<file path="src/sar_adc_pkg.sv">
// Register map, field layouts and codes for the SAR converter sequencer
package sar_adc_pkg;

  localparam int DATA_W = 16;
  localparam int ADDR_W = 8;
  localparam int RES_W = 10;
  localparam int CHAN_W = 4;
  localparam int BUF_WORDS = 16;
  localparam int DIV_W = 8;
  localparam int SAMPLE_TIME_W = 5;

  // Register byte offsets
  localparam logic [ADDR_W-1:0] ADR_CTL1 = 8'h00;
  localparam logic [ADDR_W-1:0] ADR_CTL2 = 8'h04;
  localparam logic [ADDR_W-1:0] ADR_CTL3 = 8'h08;
  localparam logic [ADDR_W-1:0] ADR_MASK = 8'h0C;
  localparam logic [ADDR_W-1:0] ADR_CHS = 8'h10;
  localparam logic [ADDR_W-1:0] ADR_STAT = 8'h14;
  localparam logic [1:0] BUF_PAGE = 2'h1;
  localparam int PAGE_HI = 7;
  localparam int PAGE_LO = 6;
  localparam int BUF_IDX_HI = 5;
  localparam int BUF_IDX_LO = 2;

  // Writable bits per register; all others read as zero except the CTL2 fill_half_status bit
  localparam logic [DATA_W-1:0] CTL1_WMASK = 16'hA3E7;
  localparam logic [DATA_W-1:0] CTL2_WMASK = 16'hE43F;
  localparam logic [DATA_W-1:0] CTL3_WMASK = 16'h9FFF;
  localparam logic [DATA_W-1:0] CHS_WMASK = 16'h8F8F;
  localparam logic [DATA_W-1:0] MASK_WMASK = 16'h9FFF;
  localparam int FLAG_BIT = 0;

  typedef struct packed {
    logic on; logic u14; logic stop_in_idle; logic [2:0] u12; logic [1:0] result_format;
    logic [2:0] trigger_source; logic [1:0] u4; logic auto_sample_start;
    logic sample_enable; logic done;
  } ctl1_t;

  typedef struct packed {
    logic [2:0] reference_select; logic [1:0] u12; logic scan_enable; logic [1:0] u9;
    logic fill_half_status; logic u6; logic [3:0] interrupt_rate;
    logic split_buffer_mode; logic alternate_mux_mode;
  } ctl2_t;

  typedef struct packed {
    logic rc_clock_select; logic [1:0] u14; logic [SAMPLE_TIME_W-1:0] auto_sample_time;
    logic [DIV_W-1:0] conv_clock_divide;
  } ctl3_t;

  typedef struct packed {
    logic chnb; logic [2:0] u12; logic [CHAN_W-1:0] chsb;
    logic chna; logic [2:0] u4; logic [CHAN_W-1:0] chsa;
  } chs_t;

  // Result formats
  localparam logic [1:0] FMT_UINT = 2'h0;
  localparam logic [1:0] FMT_SINT = 2'h1;
  localparam logic [1:0] FMT_FRAC = 2'h2;
  localparam logic [1:0] FMT_SFRAC = 2'h3;

  // Trigger sources
  localparam logic [2:0] TRG_SW = 3'h0;
  localparam logic [2:0] TRG_PIN = 3'h1;
  localparam logic [2:0] TRG_TIMER = 3'h2;
  localparam logic [2:0] TRG_AUTO = 3'h7;

  // Reference select bits
  localparam int REF_POS_BIT = 0;
  localparam int REF_NEG_BIT = 1;
  localparam int REF_HI_BIT = 2;

  localparam logic [DIV_W-1:0] DIV_MAX = 8'h3F;

  typedef enum logic [1:0] {
    ST_IDLE = 2'h0,
    ST_SAMPLE = 2'h1,
    ST_CONVERT = 2'h3
  } fsm_t;

endpackage

</file>
<file path="src/sar_adc_tad_div.sv">
// Conversion clock divider producing one-cycle period ticks
`timescale 1ns/1ns
module sar_adc_tad_div #(
  parameter int DIV_W = sar_adc_pkg::DIV_W
) (
  input wire logic ref_clk_i,
  input wire logic nrst_i,
  input wire logic enable_i,
  input wire logic rc_sel_i,
  input wire logic rc_tick_i,
  input wire logic [DIV_W-1:0] divide_i,
  output logic tick_o
);
  typedef struct packed {
    logic [DIV_W-1:0] cnt;
    logic tick;
  } div_st_t;

  div_st_t s_q, s_d;
  logic [DIV_W-1:0] lim;

  if (DIV_W < 7) begin : g_bad_width
    $error("divider width too small for the supported range");
  end

  always_comb
  begin
    s_d = s_q;
    s_d.tick = 1'b0;
    // Reserved codes are clamped to the longest legal period
    lim = (divide_i > DIV_W'(sar_adc_pkg::DIV_MAX)) ? DIV_W'(sar_adc_pkg::DIV_MAX) : divide_i;
    if (!enable_i)
    begin
      s_d.cnt = '0;
    end
    else if (!rc_sel_i || rc_tick_i)
    begin
      if (s_q.cnt >= lim)
      begin
        s_d.cnt = '0;
        s_d.tick = 1'b1;
      end
      else
      begin
        s_d.cnt = s_q.cnt + DIV_W'(1);
      end
    end
  end

  always_ff @(posedge ref_clk_i or negedge nrst_i)
  begin
    if (!nrst_i)
      s_q <= '0;
    else
      s_q <= s_d;
  end

  assign tick_o = s_q.tick;
endmodule

</file>
<file path="src/sar_adc_format.sv">
// Places a raw conversion result into a buffer word per the format code
`timescale 1ns/1ns
module sar_adc_format (
  input wire logic [sar_adc_pkg::RES_W-1:0] raw_i,
  input wire logic [1:0] result_format_i,
  output logic [sar_adc_pkg::DATA_W-1:0] word_o
);
  localparam int PAD = sar_adc_pkg::DATA_W - sar_adc_pkg::RES_W;
  localparam int RW = sar_adc_pkg::RES_W;
  logic sgn;

  always_comb
  begin
    // Offset binary to two's complement is an inverted top bit
    sgn = ~raw_i[RW-1];
    unique case (result_format_i)
      sar_adc_pkg::FMT_UINT: word_o = {{PAD{1'b0}}, raw_i};
      sar_adc_pkg::FMT_SINT: word_o = {{PAD{sgn}}, sgn, raw_i[RW-2:0]};
      sar_adc_pkg::FMT_FRAC: word_o = {raw_i, {PAD{1'b0}}};
      sar_adc_pkg::FMT_SFRAC: word_o = {sgn, raw_i[RW-2:0], {PAD{1'b0}}};
    endcase
  end
endmodule

</file>
<file path="src/sar_adc_sequencer.sv">
// Sample and conversion sequencer with registers and result buffer
//
// Our own choices: strobed register access and the address map.
`timescale 1ns/1ns
module sar_adc_sequencer #(
  parameter int BUF_WORDS = sar_adc_pkg::BUF_WORDS
) (
  input wire logic ref_clk_i,
  input wire logic nrst_i,
  input wire logic [sar_adc_pkg::ADDR_W-1:0] addr_i,
  input wire logic [sar_adc_pkg::DATA_W-1:0] wdata_i,
  input wire logic wr_i,
  input wire logic rd_i,
  output logic [sar_adc_pkg::DATA_W-1:0] rdata_o,
  input wire logic idle_i,
  input wire logic timer_match_i,
  input wire logic ext_interrupt_zero_pin_i,
  input wire logic rc_osc_i,
  input wire logic sar_done_i,
  input wire logic [sar_adc_pkg::RES_W-1:0] sar_result_i,
  output logic sampling_o,
  output logic conv_start_o,
  output logic [sar_adc_pkg::CHAN_W-1:0] chan_sel_o,
  output logic neg_sel_o,
  output logic vref_pos_ext_o,
  output logic vref_neg_ext_o,
  output logic conv_tick_o,
  output logic conv_irq_o
);
  localparam int CW = sar_adc_pkg::CHAN_W;

  if (BUF_WORDS != 16) begin : g_bad_depth
    $error("result buffer must hold sixteen words");
  end

  typedef struct packed {
    sar_adc_pkg::ctl1_t c1;
    sar_adc_pkg::ctl2_t c2;
    sar_adc_pkg::ctl3_t c3;
    sar_adc_pkg::chs_t chs;
    logic [sar_adc_pkg::DATA_W-1:0] mask;
    logic flag;
    logic [3:0] seq;
    logic [3:0] ptr;
    logic [CW-1:0] scan_idx;
    logic alt_b;
    logic [sar_adc_pkg::SAMPLE_TIME_W-1:0] sample_time_cnt;
    sar_adc_pkg::fsm_t fsm;
    logic pin_s1;
    logic pin_s2;
    logic pin_p;
    logic rc_s1;
    logic rc_s2;
    logic rc_p;
    logic conv_start;
    logic [CW-1:0] chan;
    logic neg_sel;
    logic vref_pos;
    logic vref_neg;
    logic [sar_adc_pkg::DATA_W-1:0] rdata;
    logic [BUF_WORDS-1:0][sar_adc_pkg::DATA_W-1:0] buffer;
  } st_t;

  st_t s_q, s_d;
  logic conv_tick;
  logic rc_tick;
  logic halt;
  logic trig;
  logic pin_rise;
  logic [3:0] wr_idx;
  logic [sar_adc_pkg::DATA_W-1:0] fmt_word;

  // First set mask bit after cur, wrapping; keeps cur when mask is empty
  function automatic logic [CW-1:0] next_scan(input logic [15:0] m, input logic [CW-1:0] cur);
    logic [CW-1:0] r;
    logic hit;
    logic [CW-1:0] k;
    r = cur;
    hit = 1'b0;
    for (int i = 1; i <= 16; i++)
    begin
      k = CW'(cur + CW'(i));
      if (!hit && m[k])
      begin
        r = k;
        hit = 1'b1;
      end
    end
    return r;
  endfunction

  sar_adc_tad_div u_div (
    .ref_clk_i(ref_clk_i),
    .nrst_i(nrst_i),
    .enable_i(s_q.c1.on),
    .rc_sel_i(s_q.c3.rc_clock_select),
    .rc_tick_i(rc_tick),
    .divide_i(s_q.c3.conv_clock_divide),
    .tick_o(conv_tick)
  );

  sar_adc_format u_fmt (
    .raw_i(sar_result_i),
    .result_format_i(s_q.c1.result_format),
    .word_o(fmt_word)
  );

  assign rc_tick = s_q.rc_s2 & ~s_q.rc_p;
  assign pin_rise = s_q.pin_s2 & ~s_q.pin_p;
  assign halt = idle_i & s_q.c1.stop_in_idle;
  // Split mode places the write in the half named by the fill status
  assign wr_idx = s_q.c2.split_buffer_mode ? {s_q.c2.fill_half_status, s_q.ptr[2:0]}
                  : s_q.ptr;

  always_comb
  begin
    s_d = s_q;
    trig = 1'b0;
    s_d.pin_s1 = ext_interrupt_zero_pin_i;
    s_d.pin_s2 = s_q.pin_s1;
    s_d.pin_p = s_q.pin_s2;
    s_d.rc_s1 = rc_osc_i;
    s_d.rc_s2 = s_q.rc_s1;
    s_d.rc_p = s_q.rc_s2;
    s_d.conv_start = 1'b0;
    s_d.rdata = '0;

    if (rd_i)
    begin
      if (addr_i[sar_adc_pkg::PAGE_HI:sar_adc_pkg::PAGE_LO] == sar_adc_pkg::BUF_PAGE)
        s_d.rdata = s_q.buffer[addr_i[sar_adc_pkg::BUF_IDX_HI:sar_adc_pkg::BUF_IDX_LO]];
      else
      begin
        case (addr_i)
          sar_adc_pkg::ADR_CTL1: s_d.rdata = s_q.c1;
          sar_adc_pkg::ADR_CTL2: s_d.rdata = s_q.c2;
          sar_adc_pkg::ADR_CTL3: s_d.rdata = s_q.c3;
          sar_adc_pkg::ADR_MASK: s_d.rdata = s_q.mask;
          sar_adc_pkg::ADR_CHS: s_d.rdata = s_q.chs;
          sar_adc_pkg::ADR_STAT: s_d.rdata = {{(sar_adc_pkg::DATA_W-1){1'b0}}, s_q.flag};
          default: s_d.rdata = '0;
        endcase
      end
    end

    // Software writes first, so hardware updates below win a same-cycle clash
    if (wr_i)
    begin
      case (addr_i)
        sar_adc_pkg::ADR_CTL1:
          s_d.c1 = sar_adc_pkg::ctl1_t'(wdata_i & sar_adc_pkg::CTL1_WMASK);
        sar_adc_pkg::ADR_CTL2:
        begin
          s_d.c2 = sar_adc_pkg::ctl2_t'(wdata_i & sar_adc_pkg::CTL2_WMASK);
          s_d.c2.fill_half_status = s_q.c2.fill_half_status;
        end
        sar_adc_pkg::ADR_CTL3:
          s_d.c3 = sar_adc_pkg::ctl3_t'(wdata_i & sar_adc_pkg::CTL3_WMASK);
        sar_adc_pkg::ADR_MASK: s_d.mask = wdata_i & sar_adc_pkg::MASK_WMASK;
        sar_adc_pkg::ADR_CHS:
          s_d.chs = sar_adc_pkg::chs_t'(wdata_i & sar_adc_pkg::CHS_WMASK);
        sar_adc_pkg::ADR_STAT:
          if (wdata_i[sar_adc_pkg::FLAG_BIT])
            s_d.flag = 1'b0;
        default: ;
      endcase
    end

    if (!s_q.c1.on)
    begin
      s_d.buffer = '0;
      s_d.ptr = '0;
      s_d.seq = '0;
      s_d.alt_b = 1'b0;
      s_d.c2.fill_half_status = 1'b0;
      s_d.scan_idx = next_scan(s_q.mask, '1);
      s_d.fsm = sar_adc_pkg::ST_IDLE;
    end
    else if (!halt)
    begin
      unique case (s_q.fsm)
        sar_adc_pkg::ST_IDLE:
          if (s_d.c1.sample_enable)
          begin
            s_d.fsm = sar_adc_pkg::ST_SAMPLE;
            s_d.sample_time_cnt = '0;
          end
        sar_adc_pkg::ST_SAMPLE:
        begin
          if (conv_tick && s_q.sample_time_cnt != s_q.c3.auto_sample_time)
            s_d.sample_time_cnt = s_q.sample_time_cnt + 5'h1;
          case (s_q.c1.trigger_source)
            sar_adc_pkg::TRG_SW: trig = !s_d.c1.sample_enable;
            sar_adc_pkg::TRG_PIN: trig = pin_rise;
            sar_adc_pkg::TRG_TIMER: trig = timer_match_i;
            sar_adc_pkg::TRG_AUTO: trig = (s_q.sample_time_cnt == s_q.c3.auto_sample_time);
            default: trig = 1'b0;
          endcase
          if (trig)
          begin
            s_d.c1.sample_enable = 1'b0;
            s_d.c1.done = 1'b0;
            s_d.conv_start = 1'b1;
            s_d.fsm = sar_adc_pkg::ST_CONVERT;
          end
        end
        sar_adc_pkg::ST_CONVERT:
          if (sar_done_i)
          begin
            s_d.buffer[wr_idx] = fmt_word;
            s_d.c1.done = 1'b1;
            if (s_q.c2.alternate_mux_mode)
              s_d.alt_b = ~s_q.alt_b;
            if (s_q.c2.scan_enable && !s_q.alt_b)
              s_d.scan_idx = next_scan(s_q.mask, s_q.scan_idx);
            if (s_q.seq == s_q.c2.interrupt_rate)
            begin
              s_d.flag = 1'b1;
              s_d.seq = '0;
              s_d.ptr = '0;
              s_d.alt_b = 1'b0;
              s_d.scan_idx = next_scan(s_q.mask, '1);
              if (s_q.c2.split_buffer_mode)
                s_d.c2.fill_half_status = ~s_q.c2.fill_half_status;
            end
            else
            begin
              s_d.seq = s_q.seq + 4'h1;
              s_d.ptr = s_q.c2.split_buffer_mode ? {1'b0, 3'(s_q.ptr[2:0] + 3'h1)}
                        : s_q.ptr + 4'h1;
            end
            if (s_q.c1.auto_sample_start)
            begin
              s_d.c1.sample_enable = 1'b1;
              s_d.sample_time_cnt = '0;
              s_d.fsm = sar_adc_pkg::ST_SAMPLE;
            end
            else
              s_d.fsm = sar_adc_pkg::ST_IDLE;
          end
        default: s_d.fsm = sar_adc_pkg::ST_IDLE;
      endcase
    end

    // Input selection for the next sample
    if (s_d.alt_b)
    begin
      s_d.chan = s_d.chs.chsb;
      s_d.neg_sel = s_d.chs.chnb;
    end
    else
    begin
      s_d.chan = s_d.c2.scan_enable ? s_d.scan_idx : s_d.chs.chsa;
      s_d.neg_sel = s_d.chs.chna;
    end
    s_d.vref_pos = !s_d.c2.reference_select[sar_adc_pkg::REF_HI_BIT]
                   && s_d.c2.reference_select[sar_adc_pkg::REF_POS_BIT];
    s_d.vref_neg = !s_d.c2.reference_select[sar_adc_pkg::REF_HI_BIT]
                   && s_d.c2.reference_select[sar_adc_pkg::REF_NEG_BIT];
  end

  always_ff @(posedge ref_clk_i or negedge nrst_i)
  begin
    if (!nrst_i)
      s_q <= '0;
    else
      s_q <= s_d;
  end

  assign rdata_o = s_q.rdata;
  assign sampling_o = s_q.c1.sample_enable;
  assign conv_start_o = s_q.conv_start;
  assign chan_sel_o = s_q.chan;
  assign neg_sel_o = s_q.neg_sel;
  assign vref_pos_ext_o = s_q.vref_pos;
  assign vref_neg_ext_o = s_q.vref_neg;
  assign conv_tick_o = conv_tick;
  assign conv_irq_o = s_q.flag;

  logic run;
  assign run = s_q.c1.on && !halt;
endmodule

</file>
<file path="config.mk">
export PLATFORM = sky130hd
export DESIGN_NAME = sar_adc_sequencer
export DESIGN_NICKNAME = d
export VERILOG_FILES = /design/src/sar_adc_pkg.sv /design/src/sar_adc_tad_div.sv /design/src/sar_adc_format.sv /design/src/sar_adc_sequencer.sv
export SDC_FILE = /design/constraint.sdc
export NUM_CORES = 1
export LEC_CHECK = 0
export ABC_AREA = 1
export BUFFER_PORTS_ARGS = -buffer_cell sky130_fd_sc_hd__buf_4
export CAP_MARGIN = 20
export CORE_UTILIZATION = 50
export CTS_CLUSTER_DIAMETER = 60
export DETAILED_ROUTE_END_ITERATION = 7
export PLACE_DENSITY = 0.67
export SLEW_MARGIN = 20
export SYNTH_ARGS = -nofsm -noshare
export SYNTH_HDL_FRONTEND = slang
export SYNTH_SLANG_ARGS = --single-unit
export TNS_END_PERCENT = 5
</file>
<file path="constraint.sdc">
create_clock -name ref_clk_i -period 6.7 [get_ports ref_clk_i]
set_input_delay 1.005 -clock ref_clk_i [delete_from_list [all_inputs] [get_ports ref_clk_i]]
set_output_delay 1.005 -clock ref_clk_i [all_outputs]
set_load 0.02 [all_outputs]
</file>
; ---- Yosys cells after proc, flatten, opt, wreduce, memory -nomap -nowiden
; Index checks and enable logic that the tools add are counted.
[classes]
bitwise = 9
order_cmp = 21
eq_ne = 28
addsub = 20
reduce_logical = 104
n_mux = 337
[ops]
columns = op, count
row1 = $mux W256, 4
row2 = $bwmux W256, 1
row3 = $mux W1, 231
row4 = $mux W4, 47
row5 = $mux W16, 8
row6 = $pmux W16 S6, 1
row7 = $lt A4 B5 Y1 const B, 18
row8 = $mux W67, 1
row9 = $bmux W1 S4, 16
row10 = $bmux W16 S4, 1
row11 = $demux W16 S4, 1
row12 = $pmux W16 S4, 1
row13 = $logic_and A1 B1 Y1, 46
row14 = $logic_not A1 Y1, 45
row15 = $mux W21, 2
row16 = $add A4 B4 Y4 const B, 8
row17 = $mux W8, 4
row18 = $mux W5, 4
row19 = $add A4 B3 Y4 const B, 4
row20 = $eq A8 B4 Y1 const B, 2
row21 = $eq A8 B5 Y1 const B, 2
row22 = $pmux W5 S3, 1
row23 = $mux W14, 1
row24 = $mux W2, 7
row25 = 38 further kinds, 63
[word_totals]
input_bits = 43
ff_bits = 375
output_inout_bits = 27

; ---- Depth between registers and ports, before layout
[logic_depth]
ltp_word = 132
mapped_depth = 35
ltp_nobuf = 34

; ---- Modules after synthesis
; From an unflattened synthesis, not the netlist that was laid out.
[unflattened]
hier_cells = 2284
area_unflattened_um2 = 18891.9
[modules_own_cells]
columns = mod, area_each_um2, n_inst, seq_area_each_um2, cells_each
row1 = sar_adc_sequencer, 17967.2, 1, 9158.8, 2134
row2 = sar_adc_tad_div, 752.0, 1, 225.2, 113
row3 = sar_adc_format, 172.7, 1, 0.0, 37

; ---- Least setup slack after synthesis
; No wires, ideal clock.
[synth_timing]
path_kind = flip-flop to flip-flop
from = reg s_q[295] (netlist bit)
to = reg s_q (netlist bit chan_sel_o[0])
path_stages_with_launch = 28
setup_slack_ns = 3.249
arrival_time_ns = 3.327
path_buffers = 2
cell_sequence = dfrtp_1 -> inv_1 -> buf_2 -> ha_1 -> inv_1 -> buf_2 -> nand3_1 -> nand3_1 -> nand2_1 -> nand2_1 -> nand3_2 -> nor2_4 -> nand3_2 -> nor2_2 -> nand4_2 -> nor3_2 -> nand2_1 -> or2_4 -> nor2_8 -> nand2_2 -> nand2_4 -> inv_2 -> nand2_1 -> nand2_1 -> nand3_1 -> nand2_2 -> nor2_1 -> o21ai_2
[synth_lines]
columns = item, line
row1 = start: declaration, sar_adc_sequencer.sv:64  ; st_t s_q, s_d;
row2 = start signal: assignment, sar_adc_sequencer.sv:265  ; s_q <= '0;
row3 = start signal: assignment, sar_adc_sequencer.sv:267  ; s_q <= s_d;

==> flow_results.xml <==
<?xml version="1.0" encoding="UTF-8"?>
<metrics>
  <group name="global_routing">
    <metric name="grt_first_pass_wirelength" unit="µm">97800</metric>
    <metric name="pin_count_of_the_biggest_net_entering_global_routing" unit="">157</metric>
    <metric name="number_of_global_route_vias_before_repair" unit="">16800</metric>
    <metric name="overflow" unit="">0</metric>
    <metric name="number_of_antenna_violations_at_the_first_check_in_global_routing" unit="">1</metric>
    <metric name="grt_usage" unit="">0.330</metric>
  </group>
  <group name="final_layout">
    <metric name="layout.cells.most_common" unit="">sky130_fd_sc_hd__nand2_1</metric>
    <metric name="layout.filler_cells" unit="">3368</metric>
    <metric name="final_cell_count_no_fill" unit="">2835</metric>
    <metric name="area_growth_syn_to_layout" unit="%">11.9</metric>
    <metric name="most-common-layout-cells" unit="">sky130_fd_sc_hd__nand2_1 (383), sky130_fd_sc_hd__dfrtp_1 (374), sky130_fd_sc_hd__inv_1 (361), sky130_fd_sc_hd__o22ai_1 (284), sky130_fd_sc_hd__o21ai_0 (210)</metric>
    <metric name="antenna-diode-count" unit="">0</metric>
    <metric name="nets" unit="">2369</metric>
    <metric name="layout-drive-gt1-share" unit="">0.0879</metric>
  </group>
  <group name="power">
    <metric name="combinationalPowerShare" unit="">0.251</metric>
    <metric name="p_int" unit="W">0.00419</metric>
    <metric name="power.leakage" unit="nW">9.31</metric>
    <metric name="part_of_the_total_power_dissipated_in_the_clock_network" unit="">0.371</metric>
    <metric name="p_switching" unit="W">0.00215</metric>
    <metric name="seq_power_share" unit="">0.378</metric>
    <metric name="ir_drop" unit="mV">0.210</metric>
    <metric name="p_sw_frac" unit="">0.339</metric>
    <metric name="power.density" unit="nW/µm²">300</metric>
  </group>
  <group name="routing">
    <metric name="firstDrtPassIters" unit="">6</metric>
    <metric name="routed_wl" unit="µm">62400</metric>
    <metric name="post_drt_via_cell_ratio" unit="">6.08</metric>
    <metric name="post-route-drc-count" unit="">0</metric>
    <metric name="detail-route-antenna-nets" unit="">0</metric>
    <metric name="vias" unit="">17200</metric>
    <metric name="initialDrtViolationCount" unit="">1836</metric>
    <metric name="routed_wire_length_per_instance" unit="µm">22.0</metric>
  </group>
  <group name="sta">
    <metric name="slew-limit-headroom" unit="">0.175</metric>
    <metric name="final.setup.worst_slack" unit="ns">1.78</metric>
    <metric name="count_of_pins_over_their_slew_limit" unit="">0</metric>
    <metric name="final_hold_violating_endpoints" unit="">0</metric>
    <metric name="worst_slew_pin_slew" unit="ns">1.22</metric>
    <metric name="clock-skew-final" unit="ns">0.0365</metric>
    <metric name="setup_viol" unit="">0</metric>
    <metric name="finalCritPeriodShare" unit="">0.734</metric>
    <metric name="grt_setup_unrepaired" unit="">false</metric>
    <metric name="finalSetupTns" unit="ns">0</metric>
    <metric name="fmax" unit="GHz">0.203</metric>
    <metric name="finalCriticalPeriod" unit="ns">4.92</metric>
  </group>
  <group name="floorplan">
    <metric name="dieArea" unit="µm²">38600</metric>
    <metric name="die_w" unit="µm">196</metric>
    <metric name="dieHeight" unit="µm">196</metric>
    <metric name="core_area" unit="µm²">36900</metric>
    <metric name="row_count" unit="">70</metric>
    <metric name="initial_core_util" unit="">0.512</metric>
    <metric name="floorplan.io_pins" unit="">70</metric>
  </group>
  <group name="outcome">
    <metric name="outcome" unit="">complete, no violations</metric>
  </group>
  <group name="worst_setup_path">
    <metric name="timing.setup.critical_path_class" unit="">reg -&gt; reg</metric>
    <metric name="crit_fanout" unit="">18</metric>
    <metric name="worst-path-buf-inv" unit="">4</metric>
    <metric name="cp_top_family" unit="">simple AND/OR/NAND/NOR gates</metric>
    <metric name="critical_path.startpoint_type" unit="">flop</metric>
    <metric name="critPathRequiredTime" unit="ns">7.13</metric>
    <metric name="capturing_element_type_of_the_critical_path" unit="">flop</metric>
    <metric name="crit_path_top_delay_cell" unit="">sky130_fd_sc_hd__dfrtp_1</metric>
    <metric name="crit_path_frequent_cell" unit="">sky130_fd_sc_hd__nand2_2</metric>
    <metric name="cp.arrival" unit="ns">5.35</metric>
    <metric name="maximum_single_stage_delay_on_the_critical_path" unit="ns">0.74</metric>
  </group>
  <group name="cts">
    <metric name="cts_resized" unit="">0</metric>
    <metric name="clk-insertion-delay-late" unit="ns">0.59</metric>
    <metric name="tritoncts" unit="">built</metric>
    <metric name="h-tree-depth" unit="">2</metric>
    <metric name="clock-root-buffer" unit="">sky130_fd_sc_hd__clkbuf_16</metric>
    <metric name="cts-root-to-sink-buffers" unit="">3</metric>
    <metric name="numClockSinks" unit="">375</metric>
    <metric name="post-cts-setup-buffer-count" unit="">0</metric>
    <metric name="hold_buffers" unit="">0</metric>
    <metric name="tritoncts.num_buffers" unit="">41</metric>
    <metric name="worst_setup_hold_path_clk_slew" unit="ns">0.06</metric>
  </group>
  <group name="synth">
    <metric name="synth_top_area_frac" unit="">0.497</metric>
    <metric name="synthFlopType" unit="">sky130_fd_sc_hd__dfrtp_1</metric>
    <metric name="syn_area" unit="µm²">18900</metric>
    <metric name="biggest_area_consumer_among_synthesized_cells" unit="">sky130_fd_sc_hd__dfrtp_1</metric>
    <metric name="yosysWarnings" unit="">0</metric>
    <metric name="synth-edff-count" unit="">0</metric>
    <metric name="synth_area_leaders" unit="">sky130_fd_sc_hd__dfrtp_1 (50%), sky130_fd_sc_hd__o22ai_1 (9.4%), sky130_fd_sc_hd__nand2_1 (7.7%), sky130_fd_sc_hd__inv_1 (7.2%), sky130_fd_sc_hd__o21ai_0 (5.6%)</metric>
    <metric name="synth_cell_types" unit="">54</metric>
    <metric name="postSynthCellCount" unit="">2281</metric>
    <metric name="seq_area_frac_synth" unit="">0.497</metric>
    <metric name="synth_area_per_cell" unit="µm²">8.28</metric>
    <metric name="yosys_register_bits" unit="">375</metric>
    <metric name="asyncSetResetFlopFracSynth" unit="">1.00</metric>
  </group>
  <group name="run">
    <metric name="maxcap_violations" unit="">0</metric>
  </group>
  <group name="place">
    <metric name="portBuffers" unit="">69</metric>
    <metric name="dpl.cell_count" unit="">2760</metric>
    <metric name="dp_worst_setup_slack" unit="ns">1.85</metric>
    <metric name="total_half_perimeter_wirelength_after_legalization_and_detailed_placement" unit="µm">42600</metric>
    <metric name="routability_congestion_estimate" unit="">0.934</metric>
  </group>
  <group name="min_path">
    <metric name="hold_path.class" unit="">reg -&gt; reg</metric>
  </group>
</metrics>
==> layout make-up <==
cell class | instances | area [µm²] | share of cell area
Sequential cell | 375 | 9390 | 0.444
Multi-Input combinational cell | 1412 | 7580 | 0.358
Inverter | 375 | 1410 | 0.0666
Clock buffer | 65 | 1290 | 0.0608
Timing Repair Buffer | 94 | 726 | 0.0343
Tap cell | 504 | 631 | 0.0298
Clock inverter | 10 | 129 | 0.00609
==> power groups by stage <==
| stage | combinational, W | clock (W) | sequential, W |
|---|---|---|---|
| 3_5_place_dp | 0.00158 | 0 | 0.00243 |
| 4_1_cts | 0.00158 | 0.00236 | 0.00239 |
| 2_1_floorplan | 0.00116 | 0 | 0.00238 |
| 3_3_place_gp | 0.00158 | 0 | 0.00243 |
| 6_report | 0.00159 | 0.00235 | 0.00240 |
| 5_1_grt | 0.00180 | 0.00246 | 0.00240 |
==> cells by family after synthesis <==
| kind of cell | count (synthesis) | synth area share |
|---|---|---|
| simple gates | 713 | 0.162 |
| mux | 2 | 0.00113 |
| xor+xnor | 21 | 0.0111 |
| flops | 375 | 0.497 |
| compound gates | 647 | 0.207 |
| other cells | 1 | 0.000199 |
| buf+inv | 495 | 0.104 |
| fa+ha+maj | 27 | 0.0179 |
==> flip-flops by register name, summed over array words and instances, names as in the netlist <==
name	flops
s_q	336
u_div.s_q	8
vref_pos_ext_o	1
u_div.tick_o	1
conv_start_o	1
s_d	4
sampling_o	1
vref_neg_ext_o	1
conv_irq_o	1
chan_sel_o	4
neg_sel_o	1
rdata_o	16
==> final timing paths <==
check / start / end / slack [ns] / cells past startpoint
worst max register to register: s_q[295] / chan_sel_o[0] / 1.78 / 26
worst min register to register: s_d[281] / s_d[280] / 0.35 / 0
worst min-delay path: s_d[281] / s_d[280] / 0.35 / 0
min in group asynchronous: nrst_i / s_q[252] / 0.41 / 1
max in group asynchronous: nrst_i / s_q[317] / 4.83 / 2
worst max-delay path: s_q[295] / chan_sel_o[0] / 1.78 / 26
==> Yosys cell counts, drive strengths merged (3+ instances only) <==
master / n
a2111oi: 5
a21oi: 43
a221oi: 13
a22o: 3
a22oi: 7
a311oi: 6
a31oi: 19
buf: 36
clkbuf: 84
clkinv: 6
dfrtp: 375
ha: 27
inv: 369
nand2: 391
nand3: 174
nand4: 14
nor2: 105
nor3: 20
o2111ai: 13
o211ai: 22
o21a: 6
o21ai: 215
o22ai: 284
o311ai: 7
or2: 4
xnor2: 4
xor2: 17
==> stage by stage <==
stage / instance area [µm²] / utilization / total power, W / hold slack, ns
finish: 21100 / 0.573 / 0.00634 / 0.351
detailed placement: 19700 / 0.535 / 0.00401 / 0.340
floorplan: 18900 / - / 0.00354 / 0.331
global route: 21100 / 0.573 / 0.00666 / 0.354
global placement: 19700 / 0.535 / 0.00402 / 0.333
CTS: 21100 / 0.573 / 0.00634 / 0.353
==> routing by layer <==
layer,GRT usage,up-vias,wire length [µm]
li1,-,7802,-
met1,0.470,8451,27200
met2,0.492,840,27300
met3,0.0779,145,5670
met4,0.121,2,2220
met5,0,-,11
==> worst register-to-register path, cell delays in order (launching register included) <==
cell and delay [ns]:
sky130_fd_sc_hd__dfrtp_1 0.74, sky130_fd_sc_hd__inv_1 0.43, sky130_fd_sc_hd__ha_1 0.73, sky130_fd_sc_hd__inv_1 0.33, sky130_fd_sc_hd__nand3_1 0.16, sky130_fd_sc_hd__o21ai_0 0.10, sky130_fd_sc_hd__nand2_1 0.08, sky130_fd_sc_hd__nand2_1 0.06
sky130_fd_sc_hd__inv_2 0.08, sky130_fd_sc_hd__nand2_2 0.05, sky130_fd_sc_hd__nand2_2 0.08, sky130_fd_sc_hd__inv_2 0.05, sky130_fd_sc_hd__nor2_4 0.14, sky130_fd_sc_hd__nand3_2 0.09, sky130_fd_sc_hd__nor2_2 0.13, sky130_fd_sc_hd__nand4_2 0.12
sky130_fd_sc_hd__nor3_2 0.19, sky130_fd_sc_hd__nand2_1 0.11, sky130_fd_sc_hd__or2_4 0.28, sky130_fd_sc_hd__nor2_8 0.12, sky130_fd_sc_hd__nand2_2 0.09, sky130_fd_sc_hd__nand4_1 0.15, sky130_fd_sc_hd__nand3_1 0.09, sky130_fd_sc_hd__nand3_1 0.14
sky130_fd_sc_hd__nand2_2 0.06, sky130_fd_sc_hd__nor2_1 0.11, sky130_fd_sc_hd__o21ai_2 0.06
(Power assumes the default switching activity.)
